<file path="src/core/ccr_pkg.sv">
// constants and types for the charger control register bank
package ccr_pkg;

	// ------------------------------------------------------------
	// register map
	// ------------------------------------------------------------
	localparam logic [7:0] OFS_PWR_PATH = 8'h21;
	localparam logic [7:0] OFS_DPLUS_TMR = 8'h22;
	localparam logic [7:0] OFS_ICL = 8'h23;
	localparam logic [7:0] RST_PWR_PATH = 8'h40;
	localparam logic [7:0] RST_DPLUS_TMR = 8'h00;
	localparam logic [7:0] RST_ICL = 8'h2F;
	localparam logic [7:0] UNMAPPED_READ = 8'h00;
	// arbitrary bus address, no maker meaning
	localparam logic [6:0] DEF_BUS_ADDR = 7'h2A;

	// ------------------------------------------------------------
	// field layouts
	// ------------------------------------------------------------
	typedef struct packed {
		logic rsvd;
		logic pin_control_source_select;
		logic powerpath_pin_level;
		logic input_voltage_reg_disable;
		logic [3:0] input_voltage_reg_level;
	} ccr_pwr_path_t;

	typedef struct packed {
		logic release_dplus_source;
		logic dplus_source_state;
		logic [2:0] fast_charge_timeout;
		logic [1:0] precharge_timeout;
		logic charge_timer_hold;
	} ccr_dplus_tmr_t;

	typedef struct packed {
		logic [4:0] input_current_limit;
		logic [2:0] rsvd;
	} ccr_icl_t;

	// ------------------------------------------------------------
	// decode constants
	// ------------------------------------------------------------
	localparam logic [13:0] MV_LOW_BASE = 14'h0FA0;
	localparam logic [13:0] MV_LOW_STEP = 14'h00FA;
	localparam logic [13:0] MV_HIGH_BASE = 14'h1B58;
	localparam logic [13:0] MV_HIGH_STEP = 14'h01F4;
	localparam logic [4:0] FC_BASE_HRS = 5'h04;
	localparam logic [4:0] FC_STEP_HRS = 5'h02;
	localparam logic [2:0] FC_LAST_CODE = 3'h6;
	localparam logic [5:0] PRC_BASE_MIN = 6'h1E;
	localparam logic [5:0] PRC_STEP_MIN = 6'h0F;
	localparam logic [1:0] PRC_LAST_CODE = 2'h2;
	localparam logic [11:0] ICL_MA_100 = 12'h064;
	localparam logic [11:0] ICL_MA_150 = 12'h096;
	localparam logic [11:0] ICL_MA_500 = 12'h1F4;
	localparam logic [11:0] ICL_STEP_MA = 12'h064;
	localparam logic [4:0] ICL_CODE_150 = 5'h02;
	localparam logic [4:0] ICL_CODE_500 = 5'h04;
	localparam logic [4:0] ICL_CODE_STEP = 5'h06;
	localparam logic [4:0] ICL_CODE_OFF = 5'h1F;

	// ------------------------------------------------------------
	// serial slave states
	// ------------------------------------------------------------
	typedef enum logic [2:0] {
		ST_IDLE = 3'b000,
		ST_ADDR = 3'b001,
		ST_REG = 3'b010,
		ST_WR = 3'b011,
		ST_RD = 3'b100,
		ST_ACK = 3'b101,
		ST_MACK = 3'b110
	} ccr_state_t;

	localparam logic [2:0] BIT_LAST = 3'h7;

endpackage

</file>
<file path="src/core/ccr_regs.sv">
// charger control registers 0x21..0x23 behind a serial two-wire slave
//
// Operation
// - source select cleared gives the power-path pin to software, set gives it to hardware, reset set.
// - the pin level bit drives the power-path pin only while software owns it.
// - under software control level zero pulls the pin up to the system rail, one pulls it to ground.
// - voltage level codes 0000 to 0011 select 4.0, 4.25, 4.5 and 4.75 volts.
// - voltage level codes 0100 to 0111 select 7.0, 7.5, 8.0 and 8.5 volts.
// - writing one to the release bit frees the 0.6V D+ source, writing zero does nothing.
// - the D+ state bit reads zero while the source pulls, one once released, and ignores writes.
// - the fast charge timeout codes 000 to 110 select 4 to 16 hours in 2 hour steps.
// - the pre-charge timeout codes 00, 01, 10 select 30, 45 and 60 minutes.
// - the timer hold bit lets the safety timers run when clear and freezes them when set.
// - current limit codes 0000X, 0001X, 0010X give 100, 150, 500mA, 00110 600mA, 00111 700mA.
// - from 00110 the limit rises 100mA per code up to 3A at 11110, and 11111 turns it off.
`timescale 1ns/1ps

module ccr_regs #(
	parameter logic [6:0] BUS_ADDR = ccr_pkg::DEF_BUS_ADDR
) (
	input wire logic i_sys_clk,
	input wire logic i_rst_n,
	input wire logic i_scl,
	input wire logic i_sda,
	output logic o_sda_out,
	output logic o_sda_oe_n,
	input wire logic i_hw_powerpath_pull_low,
	input wire logic i_dplus_source_arm,
	output logic o_powerpath_pull_up,
	output logic o_powerpath_pull_down,
	output logic o_min_input_voltage_regulation_en,
	output logic [13:0] o_min_input_voltage_mv,
	output logic o_dplus_source_on,
	output logic [4:0] o_fast_charge_hours,
	output logic [5:0] o_precharge_minutes,
	output logic o_charge_timer_hold,
	output logic o_average_input_current_regulation_en,
	output logic [11:0] o_input_current_limit_ma
);

	// ------------------------------------------------------------
	// decode functions
	// ------------------------------------------------------------
	// codes 1xxx alias onto 0xxx
	function automatic logic [13:0] volt_mv(input logic [3:0] lvl);
		logic [13:0] idx;
		idx = {12'h000, lvl[1:0]};
		if (lvl[2]) begin
			volt_mv = 14'(ccr_pkg::MV_HIGH_BASE + idx * ccr_pkg::MV_HIGH_STEP);
		end else begin
			volt_mv = 14'(ccr_pkg::MV_LOW_BASE + idx * ccr_pkg::MV_LOW_STEP);
		end
	endfunction

	function automatic logic [11:0] icl_ma(input logic [4:0] code);
		if (code < ccr_pkg::ICL_CODE_150) begin
			icl_ma = ccr_pkg::ICL_MA_100;
		end else if (code < ccr_pkg::ICL_CODE_500) begin
			icl_ma = ccr_pkg::ICL_MA_150;
		end else if (code < ccr_pkg::ICL_CODE_STEP) begin
			icl_ma = ccr_pkg::ICL_MA_500;
		end else if (code == ccr_pkg::ICL_CODE_OFF) begin
			icl_ma = 12'h000;
		end else begin
			icl_ma = 12'({7'h00, code} * ccr_pkg::ICL_STEP_MA);
		end
	endfunction

	// ------------------------------------------------------------
	// pin synchronisers
	// ------------------------------------------------------------
	logic scl_meta_ff, scl_sync_ff, scl_prev_ff;
	logic sda_meta_ff, sda_sync_ff, sda_prev_ff;

	always_ff @(posedge i_sys_clk or negedge i_rst_n) begin
		if (!i_rst_n) begin
			scl_meta_ff <= 1'b1;
			scl_sync_ff <= 1'b1;
			scl_prev_ff <= 1'b1;
			sda_meta_ff <= 1'b1;
			sda_sync_ff <= 1'b1;
			sda_prev_ff <= 1'b1;
		end else begin
			scl_meta_ff <= i_scl;
			scl_sync_ff <= scl_meta_ff;
			scl_prev_ff <= scl_sync_ff;
			sda_meta_ff <= i_sda;
			sda_sync_ff <= sda_meta_ff;
			sda_prev_ff <= sda_sync_ff;
		end
	end

	logic scl_rise, scl_fall, bus_start, bus_stop;
	assign scl_rise = scl_sync_ff & ~scl_prev_ff;
	assign scl_fall = ~scl_sync_ff & scl_prev_ff;
	assign bus_start = scl_sync_ff & scl_prev_ff & sda_prev_ff & ~sda_sync_ff;
	assign bus_stop = scl_sync_ff & scl_prev_ff & ~sda_prev_ff & sda_sync_ff;

	// ------------------------------------------------------------
	// register storage and slave state
	// ------------------------------------------------------------
	ccr_pkg::ccr_pwr_path_t pwr_ff, nxt_pwr;
	ccr_pkg::ccr_dplus_tmr_t tmr_ff, nxt_tmr;
	ccr_pkg::ccr_icl_t icl_ff, nxt_icl;
	logic released_ff, nxt_released;
	ccr_pkg::ccr_state_t state_ff, nxt_state;
	ccr_pkg::ccr_state_t after_ff, nxt_after;
	logic [7:0] shift_ff, nxt_shift;
	logic [7:0] ptr_ff, nxt_ptr;
	logic [2:0] cnt_ff, nxt_cnt;
	logic full_ff, nxt_full;
	logic nack_ff, nxt_nack;
	logic sda_oe_n_ff, nxt_sda_oe_n;

	// read view; reserved bits show their reset values
	function automatic logic [7:0] rd_byte(input logic [7:0] ofs,
			input ccr_pkg::ccr_pwr_path_t p, input ccr_pkg::ccr_dplus_tmr_t t,
			input ccr_pkg::ccr_icl_t c, input logic rel);
		ccr_pkg::ccr_pwr_path_t pv;
		ccr_pkg::ccr_dplus_tmr_t tv;
		ccr_pkg::ccr_icl_t cv;
		pv = p;
		tv = t;
		cv = c;
		pv.rsvd = ccr_pkg::RST_PWR_PATH[7];
		// release bit is a strobe and never reads back
		tv.release_dplus_source = 1'b0;
		// state bit reflects the source
		tv.dplus_source_state = rel;
		cv.rsvd = ccr_pkg::RST_ICL[2:0];
		unique case (ofs)
			ccr_pkg::OFS_PWR_PATH: rd_byte = pv;
			ccr_pkg::OFS_DPLUS_TMR: rd_byte = tv;
			ccr_pkg::OFS_ICL: rd_byte = cv;
			default: rd_byte = ccr_pkg::UNMAPPED_READ;
		endcase
	endfunction

	always_comb begin
		ccr_pkg::ccr_dplus_tmr_t wt;
		wt = shift_ff;
		nxt_pwr = pwr_ff;
		nxt_tmr = tmr_ff;
		nxt_icl = icl_ff;
		nxt_released = released_ff;
		nxt_state = state_ff;
		nxt_after = after_ff;
		nxt_shift = shift_ff;
		nxt_ptr = ptr_ff;
		nxt_cnt = cnt_ff;
		nxt_full = full_ff;
		nxt_nack = nack_ff;
		nxt_sda_oe_n = sda_oe_n_ff;
		// external re-arm puts the source back on
		if (i_dplus_source_arm) begin
			nxt_released = 1'b0;
		end
		if (bus_start) begin
			nxt_state = ccr_pkg::ST_ADDR;
			nxt_cnt = 3'h0;
			nxt_full = 1'b0;
			nxt_sda_oe_n = 1'b1;
		end else if (bus_stop) begin
			nxt_state = ccr_pkg::ST_IDLE;
			nxt_sda_oe_n = 1'b1;
		end else begin
			unique case (state_ff)
				ccr_pkg::ST_IDLE: begin
					nxt_sda_oe_n = 1'b1;
				end
				ccr_pkg::ST_ADDR, ccr_pkg::ST_REG, ccr_pkg::ST_WR: begin
					if (scl_rise) begin
						nxt_shift = {shift_ff[6:0], sda_sync_ff};
						nxt_cnt = 3'(cnt_ff + 3'h1);
						nxt_full = (cnt_ff == ccr_pkg::BIT_LAST);
					end else if (scl_fall && full_ff) begin
						nxt_full = 1'b0;
						nxt_state = ccr_pkg::ST_ACK;
						nxt_sda_oe_n = 1'b0;
						if (state_ff == ccr_pkg::ST_ADDR) begin
							nxt_after = shift_ff[0] ? ccr_pkg::ST_RD : ccr_pkg::ST_REG;
							if (shift_ff[7:1] != BUS_ADDR) begin
								nxt_state = ccr_pkg::ST_IDLE;
								nxt_sda_oe_n = 1'b1;
							end
						end else if (state_ff == ccr_pkg::ST_REG) begin
							nxt_ptr = shift_ff;
							nxt_after = ccr_pkg::ST_WR;
						end else begin
							nxt_after = ccr_pkg::ST_WR;
							nxt_ptr = 8'(ptr_ff + 8'h01);
							unique case (ptr_ff)
								ccr_pkg::OFS_PWR_PATH: begin
									nxt_pwr = shift_ff;
									nxt_pwr.rsvd = ccr_pkg::RST_PWR_PATH[7];
								end
								ccr_pkg::OFS_DPLUS_TMR: begin
									nxt_tmr.fast_charge_timeout = wt.fast_charge_timeout;
									nxt_tmr.precharge_timeout = wt.precharge_timeout;
									nxt_tmr.charge_timer_hold = wt.charge_timer_hold;
									if (wt.release_dplus_source) begin
										nxt_released = 1'b1;
									end
								end
								ccr_pkg::OFS_ICL: begin
									nxt_icl.input_current_limit = shift_ff[7:3];
								end
								default: begin
								end
							endcase
						end
					end
				end
				ccr_pkg::ST_ACK: begin
					if (scl_fall) begin
						nxt_state = after_ff;
						nxt_cnt = 3'h0;
						nxt_sda_oe_n = 1'b1;
						if (after_ff == ccr_pkg::ST_RD) begin
							nxt_shift = rd_byte(ptr_ff, pwr_ff, tmr_ff, icl_ff, released_ff);
							nxt_sda_oe_n = nxt_shift[7];
						end
					end
				end
				ccr_pkg::ST_RD: begin
					if (scl_rise) begin
						nxt_cnt = 3'(cnt_ff + 3'h1);
						nxt_full = (cnt_ff == ccr_pkg::BIT_LAST);
					end else if (scl_fall) begin
						if (full_ff) begin
							nxt_full = 1'b0;
							nxt_state = ccr_pkg::ST_MACK;
							nxt_ptr = 8'(ptr_ff + 8'h01);
							nxt_sda_oe_n = 1'b1;
						end else begin
							nxt_shift = {shift_ff[6:0], 1'b0};
							nxt_sda_oe_n = shift_ff[6];
						end
					end
				end
				ccr_pkg::ST_MACK: begin
					if (scl_rise) begin
						nxt_nack = sda_sync_ff;
					end else if (scl_fall) begin
						nxt_cnt = 3'h0;
						if (nack_ff) begin
							nxt_state = ccr_pkg::ST_IDLE;
						end else begin
							nxt_state = ccr_pkg::ST_RD;
							nxt_shift = rd_byte(ptr_ff, pwr_ff, tmr_ff, icl_ff, released_ff);
							nxt_sda_oe_n = nxt_shift[7];
						end
					end
				end
				default: begin
					nxt_state = ccr_pkg::ST_IDLE;
				end
			endcase
		end
	end

	// ------------------------------------------------------------
	// decoded controls
	// ------------------------------------------------------------
	logic nxt_pull_up, nxt_pull_down, nxt_vreg_en, nxt_icl_en;
	logic [13:0] nxt_mv;
	logic [4:0] nxt_fc_hrs;
	logic [5:0] nxt_prc_min;
	logic [11:0] nxt_ma;
	logic pull_up_ff, pull_down_ff, vreg_en_ff, icl_en_ff, hold_ff, dp_on_ff;
	logic [13:0] mv_ff;
	logic [4:0] fc_hrs_ff;
	logic [5:0] prc_min_ff;
	logic [11:0] ma_ff;

	always_comb begin
		logic low;
		low = 1'b0;
		if (pwr_ff.pin_control_source_select) begin
			low = i_hw_powerpath_pull_low;
		end else begin
			low = pwr_ff.powerpath_pin_level;
		end
		// zero pulls up, one pulls down
		nxt_pull_up = ~low;
		nxt_pull_down = low;
		nxt_vreg_en = ~pwr_ff.input_voltage_reg_disable;
		nxt_mv = volt_mv(pwr_ff.input_voltage_reg_level);
		// fast charge hours, undefined code saturates
		if (tmr_ff.fast_charge_timeout > ccr_pkg::FC_LAST_CODE) begin
			nxt_fc_hrs = 5'(ccr_pkg::FC_BASE_HRS + {2'h0, ccr_pkg::FC_LAST_CODE} * ccr_pkg::FC_STEP_HRS);
		end else begin
			nxt_fc_hrs = 5'(ccr_pkg::FC_BASE_HRS + {2'h0, tmr_ff.fast_charge_timeout} * ccr_pkg::FC_STEP_HRS);
		end
		if (tmr_ff.precharge_timeout > ccr_pkg::PRC_LAST_CODE) begin
			nxt_prc_min = 6'(ccr_pkg::PRC_BASE_MIN + {4'h0, ccr_pkg::PRC_LAST_CODE} * ccr_pkg::PRC_STEP_MIN);
		end else begin
			nxt_prc_min = 6'(ccr_pkg::PRC_BASE_MIN + {4'h0, tmr_ff.precharge_timeout} * ccr_pkg::PRC_STEP_MIN);
		end
		nxt_ma = icl_ma(icl_ff.input_current_limit);
		nxt_icl_en = (icl_ff.input_current_limit != ccr_pkg::ICL_CODE_OFF);
	end

	// ------------------------------------------------------------
	// registers
	// ------------------------------------------------------------
	always_ff @(posedge i_sys_clk or negedge i_rst_n) begin
		if (!i_rst_n) begin
			pwr_ff <= ccr_pkg::RST_PWR_PATH;
			tmr_ff <= ccr_pkg::RST_DPLUS_TMR;
			icl_ff <= ccr_pkg::RST_ICL;
			released_ff <= ccr_pkg::RST_DPLUS_TMR[6];
			state_ff <= ccr_pkg::ST_IDLE;
			after_ff <= ccr_pkg::ST_IDLE;
			shift_ff <= 8'h00;
			ptr_ff <= 8'h00;
			cnt_ff <= 3'h0;
			full_ff <= 1'b0;
			nack_ff <= 1'b0;
			sda_oe_n_ff <= 1'b1;
			pull_up_ff <= 1'b0;
			pull_down_ff <= 1'b0;
			vreg_en_ff <= 1'b0;
			mv_ff <= 14'h0000;
			fc_hrs_ff <= 5'h00;
			prc_min_ff <= 6'h00;
			hold_ff <= 1'b0;
			icl_en_ff <= 1'b0;
			ma_ff <= 12'h000;
			dp_on_ff <= 1'b0;
		end else begin
			pwr_ff <= nxt_pwr;
			tmr_ff <= nxt_tmr;
			icl_ff <= nxt_icl;
			released_ff <= nxt_released;
			state_ff <= nxt_state;
			after_ff <= nxt_after;
			shift_ff <= nxt_shift;
			ptr_ff <= nxt_ptr;
			cnt_ff <= nxt_cnt;
			full_ff <= nxt_full;
			nack_ff <= nxt_nack;
			sda_oe_n_ff <= nxt_sda_oe_n;
			pull_up_ff <= nxt_pull_up;
			pull_down_ff <= nxt_pull_down;
			vreg_en_ff <= nxt_vreg_en;
			mv_ff <= nxt_mv;
			fc_hrs_ff <= nxt_fc_hrs;
			prc_min_ff <= nxt_prc_min;
			hold_ff <= tmr_ff.charge_timer_hold;
			icl_en_ff <= nxt_icl_en;
			ma_ff <= nxt_ma;
			dp_on_ff <= ~released_ff;
		end
	end

	// open drain: line only ever pulled low
	assign o_sda_out = 1'b0;
	assign o_sda_oe_n = sda_oe_n_ff;
	assign o_powerpath_pull_up = pull_up_ff;
	assign o_powerpath_pull_down = pull_down_ff;
	assign o_min_input_voltage_regulation_en = vreg_en_ff;
	assign o_min_input_voltage_mv = mv_ff;
	assign o_dplus_source_on = dp_on_ff;
	assign o_fast_charge_hours = fc_hrs_ff;
	assign o_precharge_minutes = prc_min_ff;
	assign o_charge_timer_hold = hold_ff;
	assign o_average_input_current_regulation_en = icl_en_ff;
	assign o_input_current_limit_ma = ma_ff;

endmodule // ccr_regs

</file>
<file path="config.mk">
export PLATFORM = sky130hd
export DESIGN_NAME = ccr_regs
export DESIGN_NICKNAME = d
export VERILOG_FILES = /design/src/core/ccr_pkg.sv /design/src/core/ccr_regs.sv
export SDC_FILE = /design/constraint.sdc
export NUM_CORES = 1
export LEC_CHECK = 0
export BUFFER_PORTS_ARGS = -buffer_cell sky130_fd_sc_hd__buf_2
export CAP_MARGIN = 20
export CELL_PAD_IN_SITES_DETAIL_PLACEMENT = 1
export CELL_PAD_IN_SITES_GLOBAL_PLACEMENT = 1
export CORE_MARGIN = 10
export CORE_UTILIZATION = 50
export DETAILED_ROUTE_END_ITERATION = 10
export PLACE_DENSITY_LB_ADDON = 0.1
export SYNTH_ARGS = -nofsm -noshare
export SYNTH_HDL_FRONTEND = slang
export SYNTH_SLANG_ARGS = --single-unit
</file>
<file path="constraint.sdc">
create_clock -name i_sys_clk -period 6.9 [get_ports i_sys_clk]
set_input_delay 0.345 -clock i_sys_clk [delete_from_list [all_inputs] [get_ports i_sys_clk]]
set_output_delay 0.345 -clock i_sys_clk [all_outputs]
set_load 0.005 [all_outputs]
</file>
* Word level (Yosys, flattened, before mapping)
Index checks and enable logic that the tools add are counted.
Operators by class: add/subtract/negate cells 6, multipliers 4, $lt $le $gt $ge 5, eq/ne operators 42, muxes and demuxes 81, bitwise logic cells 19, reductions and logical operators 20
Operator list (count):
- 8-bit 2-to-1 mux | 16
- 3-bit 2-to-1 mux | 20
- 12-bit 2-to-1 mux | 4
- 4-bit inequality test, second input constant | 11
- 8-bit case mux with 4 select lines | 1
- 1-bit 2-to-1 mux | 31
- 2-bit inequality test, second input constant | 14
- 9-bit AND reduction | 3
- 8-bit by 6-bit == test with 1-bit output, second input constant | 3
- 8-bit case mux with 3 select lines | 1
- 8-bit AND reduction | 3
- 2-bit by 7-bit multiplier with 9-bit output, second input constant | 2
- 8-bit case mux with 2 select lines | 1
- 3-bit == test, second input constant | 5
- 3-bit case mux with 5 select lines | 1
- 13-bit by 11-bit adder with 14-bit output, first input constant | 1
- 14-bit 2-to-1 mux | 1
- 12-bit by 10-bit adder with 13-bit output, first input constant | 1
- 1-bit NOT | 12
- 12-bit AND reduction | 1
- 4-bit AND reduction | 3
- 5-bit by 3-bit < comparator with 1-bit output, second input constant | 2
- 5-bit by 5-bit multiplier with 10-bit output, second input constant | 1
- 3-bit case mux with 3 select lines | 1
- other kinds (29) | 38
Storage, ports and cells: bits in registers 96, bits of input ports 6, output and inout port bits 45, logic and storage cells 210

* Longest topological paths before layout
depth in word-level cells 10, mapped depth 8, depth with buffers taken out 8

* Worst setup path before layout
Ideal clock, no wire load.
path kind register to register, start point register icl_ff[5] (netlist bit), end point register ma_ff[11] (netlist: o_input_current_limit_ma[11]), library setup time 0.079 ns, arrival time 2.240 ns, required time 6.821 ns, slack 4.581 ns, cell stages (with the launch flop) 9, buffers on the path 0, period minus slack after synthesis 2.319 ns, path through dfstp_2 > inv_1 > ha_1 > ha_1 > ha_1 > a21o_1 > a31o_2 > a21oi_1 > mux2i_1
Between the ends: longest elaborated chain between the ends 5, elaborated cells between the ends (all ways) 9, those cells by class 1 x mul; 3 x order compare; 1 x eq/ne; 4 x mux
Ends and longest elaborated chain:
- start: declaration | RTL line ccr_regs.sv:104 | ccr_pkg::ccr_icl_t icl_ff, nxt_icl;
- start signal: assignment | RTL line ccr_regs.sv:311 | icl_ff <= ccr_pkg::RST_ICL;
- start signal: assignment | RTL line ccr_regs.sv:334 | icl_ff <= nxt_icl;
- 5-bit by 5-bit multiplier with 10-bit output or 5-bit == test (tied branches) | RTL line ccr_regs.sv:65, ccr_regs.sv:62
- 12-bit 2-to-1 mux | RTL line ccr_regs.sv:62 | end else if (code == ccr_pkg::ICL_CODE_OFF) begin
- 12-bit 2-to-1 mux | RTL line ccr_regs.sv:60 | end else if (code < ccr_pkg::ICL_CODE_STEP) begin
- 12-bit 2-to-1 mux | RTL line ccr_regs.sv:58 | end else if (code < ccr_pkg::ICL_CODE_500) begin
- 12-bit 2-to-1 mux (*) | RTL line ccr_regs.sv:56 | if (code < ccr_pkg::ICL_CODE_150) begin
- net nxt_ma[11] | RTL line ccr_regs.sv:269 | logic [11:0] nxt_ma;
- end signal: assignment | RTL line ccr_regs.sv:352 | ma_ff <= nxt_ma;
- end: declaration | RTL line ccr_regs.sv:274 | logic [11:0] ma_ff;
The timed path passes the listed nets; every way through them passes the cells marked *. A chain may end at the register's enable or synchronous reset.

* Worst setup path in the final report
start point register scl_prev_ff, end point register pwr_ff[5] (netlist bit)
Between the ends: longest elaborated chain between the ends 5, elaborated cells between the ends (all ways) 13, those cells by class 11 x bitwise; 2 x reduce/logical
Ends and longest elaborated chain:
- start: declaration | RTL line ccr_regs.sv:72 | logic scl_meta_ff, scl_sync_ff, scl_prev_ff;
- start signal: assignment | RTL line ccr_regs.sv:86 | scl_prev_ff <= scl_sync_ff;
- 1-bit AND | RTL line ccr_regs.sv:96, ccr_regs.sv:97
- 1-bit AND, on equally long branches (2 in a row) | RTL line ccr_regs.sv:97, ccr_regs.sv:96
- 1-bit NOT (no line)
- 8-bit AND reduction (no line) (*)
- end signal: assignment | RTL line ccr_regs.sv:309 | pwr_ff <= ccr_pkg::RST_PWR_PATH;
- end signal: assignment | RTL line ccr_regs.sv:332 | pwr_ff <= nxt_pwr;
- end: declaration | RTL line ccr_regs.sv:102 | ccr_pkg::ccr_pwr_path_t pwr_ff, nxt_pwr;
Mark *: on every way between the ends. The rest lies on a longest branch, timed or not.

==> key figures <==
Drt
  • Top sig layer: met4
  • Detailed Route Iter0 Violations: 254
  • Drt pass-1 iters: 6
  • Routed vias/inst: 5.811
  • Metal3 WL: 430 um
  • Drt drc: 0
  • WL met1: 4992 um
  • Avg WL per Cell: 18.77 um
  • Antenna viol nets, final: 0
  • WL met2: 5871 um
  • WL final: 11410 um
  • Via count: 3533

Yosys
  • Dominant cell type by area after synthesis: dfrtp_1
  • Ys flop type: dfrtp_1
  • Synthesized cell area: 4807 um^2
  • Syn_area_per_cell: 10.98 um^2
  • Number of flops mapped to enable cells by yosys: 0
  • Synthesized instance count: 438
  • Share of the synthesized area in the top cell type: 42.69%
  • Synth Register Bits: 92
  • Seq/Total Area, Yosys: 48.15%
  • Synth top area cells: dfrtp_1 (43%), ha_1 (8.8%), dfstp_2 (5.5%)
  • Synth warnings: 0
  • FFs w/ async S/R, synth: 100.0%
  • Post-synthesis cell type count: 68

Timing
  • Hold WS: 0.06814 ns
  • Final Skew: 0.01196 ns
  • Slew Viols, Final: 0
  • RSZ-0062 raised after global routing: no
  • F_max: 356.3 MHz
  • Fin crit period: 2.807 ns
  • Part of the cycle the worst path needs: 40.67%
  • Final Hold Violating Endpoints: 0
  • Pin slew with the least headroom to its limit: 0.9566 ns
  • Max-slew headroom: 35.85%
  • Total negative setup slack: 0 ns
  • Final setup violation count: 0

Placed design
  • Placer Congestion: 0.8519
  • Placed Cells: 591
  • Placed wire-length estimate: 8318 um
  • IO Port Bufs: 46

Worst setup path
  • Crit-path max cell delay: 0.62 ns
  • Crit. End Element: register
  • CP delay by family, top: simple AND/OR/NAND/NOR gates
  • CP bufs+invs: 1
  • R2r setup slk: 4.09 ns
  • Critical path startpoint category: register
  • Crit-path max FO: 9
  • Critical-path cell list: inv_1, ha_1, nand3b_1, a211oi_2, and3_1, mux2_2
  • Kind of critical path: register to register
  • Crit path depth: 6
  • Crit path max-delay cell type: a211oi_2
  • CP arrival: 3.05 ns
  • CP startpoint: scl_prev_ff
  • Worst path required time: 7.15 ns
  • Worst flop-to-flop path startpoint: scl_prev_ff
  • Reg2reg path depth: 6

Floorplan
  • Total die area: 13940 um^2
  • Initial core utilization: 51.78%
  • FP Rows: 35
  • Die Ht: 118.1 um
  • CORE AREA: 9284 um^2
  • Die X: 118.1 um
  • IO Pins: 51

Cells and area
  • Diode count: 0
  • Number of nets in the layout: 515
  • Finished Layout Cells: 608
  • Most frequent cells in the layout: dfrtp_1 (82), buf_2 (45), ha_1 (34)
  • Commonest non-fill, non-tap cell in the layout: dfrtp_1
  • Area grow syn2layout: 9.735%
  • Layout cell share with drive strength beyond 1: 21.29%

Clock network
  • Clock Path Buffers: 2
  • Clock latency on the worst-skew pair: 0.36 ns
  • TritonCTS buffer count: 9
  • Root Driver: clkbuf_8
  • # H-tree levels: 3
  • Clock edge transition at the registers on the reported setup and hold paths: 0.10 ns
  • Post-CTS resize count: 0
  • CTS Sinks: 92
  • CTS tree: built

Pwr
  • Pleak: 2.534 nW
  • Pwr Density: 187.7 nW/um^2
  • Worst VDD drop: 0.07358 mV

Min path
  • Min-Delay Path Class: input pin to register
  • Min-Delay Path Depth: 1
  • Hold_sp: i_sda

Status
  • Status: finished clean

Global routing
  • Vias in the first global route: 3829
  • First-pass GRT wire length: 19800 um
  • Initial antenna violation count: 0
  • GRT Total Usage: 16.81%
  • GRT overflow: 0
  • Largest net degree at the start of global routing: 64

Flow run
  • MaxCap Viol Count: 0
==> area by class of cell <==
class | count | area (um^2)
Tap cell | 129 | 161.4
Timing Repair Buffer | 48 | 250.2
Multi-Input combinational cell | 292 | 2250
Sequential cell | 92 | 2315
Clock inverter | 7 | 58.81
Clock buffer | 9 | 123.9
Inverter | 31 | 116.4
Fill cell | 1044 | 4009
==> logic make-up (layout without fill, tap and decap cells) <==
logic type,Yosys count,count (layout),share of synthesized area (%)
simple gates,113,113,13.09
compound gates,93,93,14.26
flops,92,92,48.15
mux,36,36,7.964
other cells,2,5,0.1562
xor+xnor,10,10,1.822
fa+ha+maj,35,35,9.266
buf+inv,57,95,5.283
==> worst paths after layout <==
check | to
setup / recovery | pwr_ff[5]
hold / removal | sda_meta_ff
setup reg to reg | pwr_ff[5]
hold reg to reg | sda_sync_ff
max in group asynchronous | pwr_ff[0]
min in group asynchronous | o_input_current_limit_ma[3]
==> synth_stat cells, types with 3 or more instances <==
cell type / instances
o22a_1: 7
a222oi_1: 5
nand3b_1: 6
a221oi_1: 4
dfrtp_1: 82
dfstp_2: 10
nand2b_1: 4
nor2b_1: 6
ha_1: 34
o22ai_1: 5
or3b_2: 4
and3_1: 8
a22oi_1: 3
nand2_1: 26
o32a_1: 4
a21oi_1: 15
and2_1: 3
mux2_2: 18
a31oi_1: 7
nand3_1: 5
inv_1: 31
a21o_1: 4
xor2_1: 8
o21ai_0: 14
nor2_1: 25
buf_2: 5
buf_1: 4
nor3_1: 3
a32oi_1: 3
clkbuf_1: 8
a2bb2oi_1: 3
mux2i_1: 18
and3b_1: 4
buf_4: 9
==> report_power, final <==
| group | internal, mW | switching [mW] |
|---|---|---|
| Sequential | 0.554 | 0.0234 |
| Clock | 0.137 | 0.211 |
| Combinational | 0.0260 | 0.0391 |
| Total | 0.717 | 0.273 |
==> stage by stage <==
stage / setup WS (ns) / area, um^2 / utilization (%) / power [mW]
6_report: 4.093 / 5275 / 56.82 / 0.9899
5_1_grt: 3.944 / 5275 / 56.82 / 1.037
4_1_cts: 4.099 / 5275 / 56.82 / 1.004
3_5_place_dp: 4.123 / 5082 / 54.74 / 0.6521
3_3_place_gp: 4.244 / 5082 / 54.74 / 0.6507
2_1_floorplan: 4.581 / 4818 / - / 0.6204
==> per-layer routing <==
layer | track usage, % | up-vias
met5 | 0 | -
met4 | 4.869 | 0
met1 | 21.18 | 1818
li1 | - | 1636
met3 | 3.022 | 13
met2 | 28.64 | 66
==> sequential cells by signal, summed over array words and instances (netlist names), 3 cells and up <==
name                      cells
pwr_ff                        7
o_input_current_limit_ma     11
cnt_ff                        3
icl_ff                        5
tmr_ff                        6
after_ff                      3
o_precharge_minutes           5
ptr_ff                        8
o_min_input_voltage_mv       13
state_ff                      3
shift_ff                      8
o_fast_charge_hours           4
==> worst register-to-register path: stages (launching register included) <==
cell	delay, ns
dfstp_2	0.56
inv_1	0.06
ha_1	0.28
nand3b_1	0.26
a211oi_2	0.62
and3_1	0.52
mux2_2	0.40
==> repair_timing <==
action,4_1_cts,5_1_grt
hold buffers,1,0
endpoints found under the hold margin,25,0
buffers inserted,0,0
No activity file was read; power rests on OpenSTA's default activity.
